<file path="config.mk">
export PLATFORM = sky130hd
export DESIGN_NAME = gsm_meas_ctrl
export DESIGN_NICKNAME = d
export VERILOG_FILES = /design/src/hdl/gsm_meas_pkg.sv /design/src/hdl/gsm_meas_ctrl.sv
export VERILOG_INCLUDE_DIRS = /design/src /design/src/hdl
export SDC_FILE = /design/constraint.sdc
export NUM_CORES = 1
export LEC_CHECK = 0
export BUFFER_PORTS_ARGS = -buffer_cell sky130_fd_sc_hd__buf_2
export CORE_ASPECT_RATIO = 1.1
export CORE_MARGIN = 4
export CORE_UTILIZATION = 30
export CTS_BUF_LIST = sky130_fd_sc_hd__clkbuf_16
export DETAILED_ROUTE_END_ITERATION = 7
export GPL_TIMING_DRIVEN = 0
export PLACE_DENSITY_LB_ADDON = 0.12
export RECOVER_POWER = 25
export SETUP_SLACK_MARGIN = 0.5
export SLEW_MARGIN = 20
export SYNTH_ARGS = -nofsm -noshare
export SYNTH_HDL_FRONTEND = slang
export SYNTH_SLANG_ARGS = --single-unit
</file>
<file path="constraint.sdc">
create_clock -name ref_clk_in -period 3.7 [get_ports ref_clk_in]
set_input_delay 0.185 -clock ref_clk_in [delete_from_list [all_inputs] [get_ports ref_clk_in]]
set_output_delay 0.185 -clock ref_clk_in [all_outputs]
set_load 0.005 [all_outputs]
</file>
<file path="src/hdl/gsm_meas_cfg.svh">
`ifndef GSM_MEAS_CFG_SVH
`define GSM_MEAS_CFG_SVH

// ----------------------------------------
// Register offsets
// ----------------------------------------
`define GSM_ADDR_RATE_HIGH 8'h02
`define GSM_ADDR_RATE_LOW 8'h03
`define GSM_ADDR_MEAS_CONFIG 8'h04
`define GSM_ADDR_RESULT_HIGH 8'h05
`define GSM_ADDR_RESULT_LOW 8'h06
`define GSM_ADDR_MEAS_STATUS 8'h07

// ----------------------------------------
// Reset values
// ----------------------------------------
`define GSM_RST_MEAS_CONFIG 8'h24
`define GSM_RST_RATE_HIGH 4'h0
`define GSM_RST_RATE_LOW 8'h3C
`define GSM_RST_RESULT 16'h0000
`define GSM_RST_OFFSET 16'h0000

// ----------------------------------------
// Field positions and encodings
// ----------------------------------------
`define GSM_MODE_MSB 1
`define GSM_MODE_LSB 0
`define GSM_COMP_MSB 3
`define GSM_COMP_LSB 2
`define GSM_STS_READY_BIT 4
`define GSM_STS_TOP_ZERO 2'h0
`define GSM_MODE_IDLE 2'h0
`define GSM_MODE_SINGLE 2'h1
`define GSM_MODE_CONT 2'h2
`define GSM_COMP_OFF 2'h0
`define GSM_COMP_AUTO 2'h1
`define GSM_COMP_FORCED 2'h2

// ----------------------------------------
// Timing and unmapped read value
// ----------------------------------------
`define GSM_CLK_HZ 50000000
`define GSM_PERIOD_MIN_S 12'h005
`define GSM_UNMAPPED_READ 8'h00

`endif

</file>
<file path="src/hdl/gsm_meas_pkg.sv">
package gsm_meas_pkg;

   // ----------------------------------------
   // Sequencer states
   // ----------------------------------------
   typedef enum logic [2:0] {
      GSM_IDLE = 3'h1,
      GSM_MEAS = 3'h2,
      GSM_WAIT = 3'h4
   } gsm_state_e;

   // ----------------------------------------
   // Host register request
   // ----------------------------------------
   typedef struct packed {
      logic wr;
      logic rd;
      logic [7:0] addr;
      logic [7:0] wdata;
   } gsm_host_req_s;

   // ----------------------------------------
   // Measurement core answer
   // ----------------------------------------
   typedef struct packed {
      logic meas_done;
      logic [15:0] result;
      logic comp_done;
      logic offset_valid;
      logic [15:0] offset;
   } gsm_core_rsp_s;

   // ----------------------------------------
   // Whole module state
   // ----------------------------------------
   typedef struct packed {
      gsm_state_e st;
      logic [7:0] cfg;
      logic [3:0] rate_h;
      logic [7:0] rate_l;
      logic [11:0] period;
      logic [11:0] sec_cnt;
      logic [25:0] tick_cnt;
      logic [15:0] result;
      logic ready;
      logic [15:0] offset;
      logic [7:0] rdata;
      logic meas_start;
      logic comp_force;
      logic auto_en;
   } gsm_regs_s;

endpackage

</file>
<file path="src/hdl/gsm_meas_ctrl.sv">
`include "gsm_meas_cfg.svh"

// Function
// - Offset compensation select 00 turns automatic baseline compensation off.
// - Select 01 keeps automatic compensation on and stores every newly computed offset.
// - Writing select 10 forces one compensation, after which hardware sets the field to 01.
// - Writing operating mode 01 starts exactly one measurement.
// - After a single-shot measurement the mode field returns to idle by itself.
// - A new measurement period is taken only on the change from idle to continuous.
// - The result is a 16-bit two's complement ppm value, high byte then low byte.
// - Both result bytes are refreshed at the end of every measurement.
// - Reading the low result byte clears the ready flag; reading the high byte does not.
// - The ready flag at status bit 4 is set at the end of every measurement.
// - Host writes to read-only status bits are ignored.
// - Status bits 7:6 always read as 00.
module gsm_meas_ctrl #(
   parameter int CLK_HZ = `GSM_CLK_HZ
) (
   // Clock and reset
   input wire logic ref_clk_in,
   input wire logic rst_in,
   // Host register port
   input wire gsm_meas_pkg::gsm_host_req_s host_req_in,
   output logic [7:0] host_rdata_out,
   // Measurement core
   input wire gsm_meas_pkg::gsm_core_rsp_s core_rsp_in,
   output logic meas_start_out,
   output logic comp_force_out,
   output logic auto_comp_en_out,
   output logic [15:0] offset_out,
   output logic [11:0] period_out
);

   gsm_meas_pkg::gsm_regs_s r_reg;
   gsm_meas_pkg::gsm_regs_s r_next;
   logic [11:0] rate_req;
   logic [1:0] mode_next;

   // ----------------------------------------
   // Next state
   // ----------------------------------------
   always_comb begin
      r_next = r_reg;
      r_next.meas_start = 1'b0;
      r_next.comp_force = 1'b0;
      rate_req = {r_reg.rate_h, r_reg.rate_l};
      mode_next = 2'h0;

      // Reads answer one cycle after the strobe.
      if (host_req_in.rd) begin
         case (host_req_in.addr)
            `GSM_ADDR_RATE_HIGH: r_next.rdata = {4'h0, r_reg.rate_h};
            `GSM_ADDR_RATE_LOW: r_next.rdata = r_reg.rate_l;
            `GSM_ADDR_MEAS_CONFIG: r_next.rdata = r_reg.cfg;
            `GSM_ADDR_RESULT_HIGH: r_next.rdata = r_reg.result[15:8];
            `GSM_ADDR_RESULT_LOW: r_next.rdata = r_reg.result[7:0];
            `GSM_ADDR_MEAS_STATUS: r_next.rdata = {`GSM_STS_TOP_ZERO, 1'b0, r_reg.ready, 4'h0};
            default: r_next.rdata = `GSM_UNMAPPED_READ;
         endcase
      end
      if (host_req_in.rd && host_req_in.addr == `GSM_ADDR_RESULT_LOW) begin
         r_next.ready = 1'b0;
      end

      // Status holds no writable bit here, so a status write falls to the default branch and changes nothing.
      if (host_req_in.wr) begin
         case (host_req_in.addr)
            `GSM_ADDR_RATE_HIGH: r_next.rate_h = host_req_in.wdata[3:0];
            `GSM_ADDR_RATE_LOW: r_next.rate_l = host_req_in.wdata;
            `GSM_ADDR_MEAS_CONFIG: begin
               r_next.cfg = host_req_in.wdata;
               if (host_req_in.wdata[`GSM_COMP_MSB:`GSM_COMP_LSB] == `GSM_COMP_FORCED) begin
                  r_next.comp_force = 1'b1;
               end
            end
            default: r_next.cfg = r_reg.cfg;
         endcase
      end

      // A finished forced compensation hands back to automatic mode.
      if (core_rsp_in.comp_done && r_next.cfg[`GSM_COMP_MSB:`GSM_COMP_LSB] == `GSM_COMP_FORCED) begin
         r_next.cfg[`GSM_COMP_MSB:`GSM_COMP_LSB] = `GSM_COMP_AUTO;
      end
      if (core_rsp_in.offset_valid && r_next.cfg[`GSM_COMP_MSB:`GSM_COMP_LSB] != `GSM_COMP_OFF) begin
         r_next.offset = core_rsp_in.offset;
      end
      // Registered so the enable output comes from a flop and tracks the stored select.
      r_next.auto_en = (r_next.cfg[`GSM_COMP_MSB:`GSM_COMP_LSB] != `GSM_COMP_OFF);

      mode_next = r_next.cfg[`GSM_MODE_MSB:`GSM_MODE_LSB];
      case (r_reg.st)
         gsm_meas_pkg::GSM_IDLE: begin
            if (mode_next == `GSM_MODE_SINGLE) begin
               r_next.meas_start = 1'b1;
               r_next.st = gsm_meas_pkg::GSM_MEAS;
            end else if (mode_next == `GSM_MODE_CONT) begin
               // Short periods are raised to the floor so the core is never restarted too soon.
               r_next.period = (rate_req < `GSM_PERIOD_MIN_S) ? `GSM_PERIOD_MIN_S : rate_req;
               r_next.meas_start = 1'b1;
               r_next.st = gsm_meas_pkg::GSM_MEAS;
            end
         end
         gsm_meas_pkg::GSM_MEAS: begin
            if (core_rsp_in.meas_done) begin
               r_next.result = core_rsp_in.result;
               r_next.ready = 1'b1;
               r_next.tick_cnt = 26'h0;
               r_next.sec_cnt = 12'h0;
               if (mode_next == `GSM_MODE_CONT) begin
                  r_next.st = gsm_meas_pkg::GSM_WAIT;
               end else begin
                  r_next.st = gsm_meas_pkg::GSM_IDLE;
               end
               if (mode_next == `GSM_MODE_SINGLE) begin
                  r_next.cfg[`GSM_MODE_MSB:`GSM_MODE_LSB] = `GSM_MODE_IDLE;
               end
            end
         end
         gsm_meas_pkg::GSM_WAIT: begin
            if (mode_next != `GSM_MODE_CONT) begin
               r_next.st = gsm_meas_pkg::GSM_IDLE;
            end else if (r_reg.tick_cnt == 26'(CLK_HZ - 1)) begin
               r_next.tick_cnt = 26'h0;
               if (r_reg.sec_cnt == r_reg.period - 12'h1) begin
                  r_next.meas_start = 1'b1;
                  r_next.st = gsm_meas_pkg::GSM_MEAS;
               end else begin
                  r_next.sec_cnt = r_reg.sec_cnt + 12'h1;
               end
            end else begin
               r_next.tick_cnt = r_reg.tick_cnt + 26'h1;
            end
         end
         default: r_next.st = gsm_meas_pkg::GSM_IDLE;
      endcase
   end

   // ----------------------------------------
   // State register
   // ----------------------------------------
   always_ff @(posedge ref_clk_in or posedge rst_in) begin
      if (rst_in) begin
         r_reg.st <= gsm_meas_pkg::GSM_IDLE;
         r_reg.cfg <= `GSM_RST_MEAS_CONFIG;
         r_reg.rate_h <= `GSM_RST_RATE_HIGH;
         r_reg.rate_l <= `GSM_RST_RATE_LOW;
         r_reg.period <= {`GSM_RST_RATE_HIGH, `GSM_RST_RATE_LOW};
         r_reg.sec_cnt <= 12'h0;
         r_reg.tick_cnt <= 26'h0;
         r_reg.result <= `GSM_RST_RESULT;
         r_reg.ready <= 1'b0;
         r_reg.offset <= `GSM_RST_OFFSET;
         r_reg.rdata <= 8'h00;
         r_reg.meas_start <= 1'b0;
         r_reg.comp_force <= 1'b0;
         r_reg.auto_en <= 1'b1;
      end else begin
         r_reg <= r_next;
      end
   end

   // ----------------------------------------
   // Outputs
   // ----------------------------------------
   assign host_rdata_out = r_reg.rdata;
   assign meas_start_out = r_reg.meas_start;
   assign comp_force_out = r_reg.comp_force;
   assign auto_comp_en_out = r_reg.auto_en;
   assign offset_out = r_reg.offset;
   assign period_out = r_reg.period;

endmodule

</file>
==> impl_summary.md <==
Yosys
The cell count after synthesis came out at 614. Counting flops with a built-in enable in the synthesized netlist gives 0. The cell type with the largest total area after synthesis is sky130_fd_sc_hd__dfrtp_1. The number of different library cells in the post-synthesis netlist is 62. The number of synthesis warnings is 0.

The number of synthesized register bits is 117. The share of the Yosys chip area taken by registers is 46.8%. The share of synthesized area in the top cell type comes to 41.8%. The average cell area after synthesis is 10.2 um2. The combined area of all synthesized cells is 6290 um2. The most used standard cell by instance count after synthesis is sky130_fd_sc_hd__dfrtp_1.

Counting flops with an async set or reset pin after synthesis yields a share of 100%. Sorting the synthesized cells by area gives the leading types as sky130_fd_sc_hd__dfrtp_1, sky130_fd_sc_hd__mux2_2, sky130_fd_sc_hd__dfstp_2. When the netlist entered floorplanning its net count stood at 676. The commonest cells after synthesis are sky130_fd_sc_hd__dfrtp_1, sky130_fd_sc_hd__nand2_1, sky130_fd_sc_hd__mux2_2. The prevailing post-synth register cell is sky130_fd_sc_hd__dfrtp_1.

Finish
The layout overhead on the synthesized area is 28.3%. The filler cell count is 2048. Measured on the finished design, the core utilization comes to 39.2%. The sequential cells in the finished layout cover a total of 2940 um2. In the final layout, the share of cells above drive strength 1 is 34.1%. The multi-input combinational cell area is 2890 um2. 0 antenna diodes ended up in the layout. The register with the most flip-flops in the layout has 78 of them. For this run, the post-layout net count is 827.

Critical path
The most used cell along the critical path is sky130_fd_sc_hd__nand2_1. In this run the number of cells on the critical path is 15. The logic depth of the worst register-to-register path is 10.

Traced cell by cell, the critical path runs through buf_2 > nor3_2 > nand2_1 > nor3b_1 > nand3_1 > clkbuf_4 > mux2i_1 > inv_1 > ha_2 > nand3b_1 > a21oi_4 > nand2_1 > or4b_1 > or3_1 > a21oi_2. The standard cell with the maximum stage delay on the critical path is sky130_fd_sc_hd__or4b_1. The maximum single-stage delay on the critical path is 0.55 ns. The worst register-to-register path has a setup slack of 0.76 ns. The worst reg2reg path startpoint is period_out[0]. The arrival time at the worst endpoint is 3.35 ns. The count of buffer and inverter cells on the critical path is 3.

The most critical setup path has its endpoint at r_reg[80]. The kind of cell adding the most delay to the critical path is simple AND/OR/NAND/NOR gates. The critical path launch point is host_req_in[11].

The kind of critical path is primary input to register. The largest fanout on the critical path is 10. The endpoint of the most critical register-to-register path is r_reg[116]. Data on the critical path is required at its endpoint by 4.04 ns. STA classifies the critical path endpoint as a register.

STA classifies the critical path startpoint as a primary input.

Route
The final layout contains routed wiring with a total length of 16.4 mm. In the detailed route, the total length drawn on met2 is 8.27 mm. After detailed routing, the number of remaining DRC violations is 0. The first TritonRoute pass finished after 4 iterations. The first routing iteration left 257 violations. The via-per-instance ratio is 4.81. The highest routed metal layer is met4. The via count is 4977. The total length of routed met3 wires is 603 um. After detailed routing, the average wire length per cell comes to 15.9 um.

In the final routing, the length of wire on met1 measures 7.17 mm. In this run the remaining antenna-violating nets after routing total 0.

Pwr
The largest voltage drop on the vdd net is 240 uV. The leakage power is 3.77 nW. For this design the ratio of total power to cell area is 526 nW/um2.

Run status
The flow ran to the end, but the final reports show violations. The final reports fail on max-capacitance violations, max-slew violations.

Min path
The class of the tightest hold or removal check is primary input to register. The worst hold path was traced through 2 stages.

Floorplanning
The initial core utilization is 30.6%. The die is 160 um tall. The region available for standard cell placement spans 20600 um2. The number of placed I/O pins is 94.

From left edge to right edge, the die measures 146 um. The area enclosed by the die boundary is 23300 um2. After floorplanning, the core was divided into 55 placement rows.

STA
Clock skew on the completed layout was measured at 0.0111 ns. The clock period could shrink to 3.01 ns. The tightest slew margin relative to the limit is -5.98%. After layout, the worst setup slack is 0.691 ns. The final hold slack is 0.0197 ns. The max-slew violation total from the final report is 27.

At the pin with the least slew margin, the transition time is 1.59 ns. The setup violation total in the final timing report is 0. Setup repair after global routing left no endpoint under its margin. For this run, the top clock speed supported by timing is 332 MHz. The final count of hold timing violations was 0. The final critical path takes up 81.3% of the cycle.

Global route
The global-route wire length before repair is 27.2 mm. The total overflow left after global routing is 0. The largest net degree at the start of global routing is 33. The number of antenna violations at the first check in global routing is 0. The number of global-route vias before repair is 5318. Global routing used 14.3% of the available tracks across all layers.

Job
The number of maximum-capacitance violations is 1.

Place
Prior to clock tree synthesis, the placed netlist has a worst setup slack of -0.414 ns. The number of port buffers is 92. The detailed placement HPWL is 12.2 mm. The congestion estimate from routability-driven global placement came to 0.800.

CTS
The TritonCTS clock tree is yes. The maximum buffer depth of the clock tree is 2. In this run the number of H-tree levels came out at 4. Clock-pin slew was measured on the worst setup and hold paths at 0.06 ns. The number of sinks driven by the clock tree is 117.

The tree is rooted in a sky130_fd_sc_hd__clkbuf_16. The number of buffers added by the clock tree synthesis step is 17. The later pin in the worst-skew pair is clocked with a latency of 0.41 ns.
cell type report:
type,instances,area share (%)
clock inverter,15,1.75
tap,256,3.97
sequential,117,36.5
clock buffer,17,5.27
multi-input combinational,412,35.8
inverter,23,1.09
buffer,62,5.01
timing repair buffer,132,10.6
power breakdown:
part / total (mW) / internal, mW / switching, mW / leakage [nW]
logic: 0.985 / 0.560 / 0.425 / 1.96
registers: 1.66 / 1.49 / 0.172 / 1.54
clock network: 1.59 / 0.982 / 0.611 / 0.277
total: 4.24 / 3.03 / 1.21 / 3.77
layout by cell type, fill, tap and decap left out, types with 4 or more instances in the layout:
cell	count
sky130_fd_sc_hd__a21oi_1	10
sky130_fd_sc_hd__a21oi_2	9
sky130_fd_sc_hd__a221oi_1	6
sky130_fd_sc_hd__a22o_1	9
sky130_fd_sc_hd__a22oi_1	5
sky130_fd_sc_hd__and2_1	4
sky130_fd_sc_hd__and3_1	10
sky130_fd_sc_hd__buf_2	94
sky130_fd_sc_hd__buf_4	41
sky130_fd_sc_hd__clkbuf_1	18
sky130_fd_sc_hd__clkbuf_16	17
sky130_fd_sc_hd__clkbuf_2	4
sky130_fd_sc_hd__clkinv_2	5
sky130_fd_sc_hd__dfrtp_1	105
sky130_fd_sc_hd__dfstp_2	12
sky130_fd_sc_hd__dlygate4sd3_1	31
sky130_fd_sc_hd__ha_1	6
sky130_fd_sc_hd__inv_1	23
sky130_fd_sc_hd__mux2_2	45
sky130_fd_sc_hd__mux2i_1	6
sky130_fd_sc_hd__nand2_1	81
sky130_fd_sc_hd__nand2b_1	4
sky130_fd_sc_hd__nand3_1	15
sky130_fd_sc_hd__nand3b_1	5
sky130_fd_sc_hd__nand4_1	12
sky130_fd_sc_hd__nor2_1	43
sky130_fd_sc_hd__nor3_1	5
sky130_fd_sc_hd__nor3b_1	7
sky130_fd_sc_hd__o21ai_0	15
sky130_fd_sc_hd__o22ai_1	7
sky130_fd_sc_hd__o31ai_2	5
sky130_fd_sc_hd__or3_1	10
sky130_fd_sc_hd__or4_1	7
sky130_fd_sc_hd__xnor2_1	18
sky130_fd_sc_hd__xor2_1	16
per-stage QoR:
stage | total power, mW | instances | instance area (um2) | setup TNS [ns]
after floorplan | 2.33 | 614 | 6290 | 0
after global placement | 2.62 | 962 | 7070 | -7.61
after detailed placement | 2.65 | 967 | 7160 | -9.67
after CTS | 4.30 | 1030 | 8060 | 0
after global routing | 4.46 | 1034 | 8070 | 0
final | 4.24 | 1034 | 8070 | 0
worst min-delay path by stage:
stage                               start              to  slack, ns
after global placement    core_rsp_in[17]      r_reg[109]       0.37
after CTS                 core_rsp_in[13]  offset_out[13]      0.003
after global routing      core_rsp_in[13]  offset_out[13]      0.002
final                      host_req_in[7]      r_reg[113]       0.02
after detailed placement           rst_in      r_reg[110]       0.14
after floorplan            host_req_in[2]  comp_force_out       0.26
routing by layer:
layer	GRT usage, %	up-vias
li1	-	2435
met1	17.2	2410
met2	25.0	103
met3	3.26	29
met4	5.43	0
met5	0	-
logic make-up after synthesis:
family                     synth area share (%)
buffers and inverters                      7.70
xor gates and xnor gates                   4.74
adders and majority gates                  1.39
DFF                                        46.8
muxes                                      9.18
AOI/OAI and AO/OA                          11.0
and+or+nand+nor                            19.1
repair_timing:
action                     4_1_cts  5_1_grt
hold endpoints to repair        65        0
gates resized for setup          5        6
hold buffers                    31        0
pin swaps                        0        3
setup endpoints to repair       34       33
buffers inserted                 0        4
(Power assumes the default switching activity.)
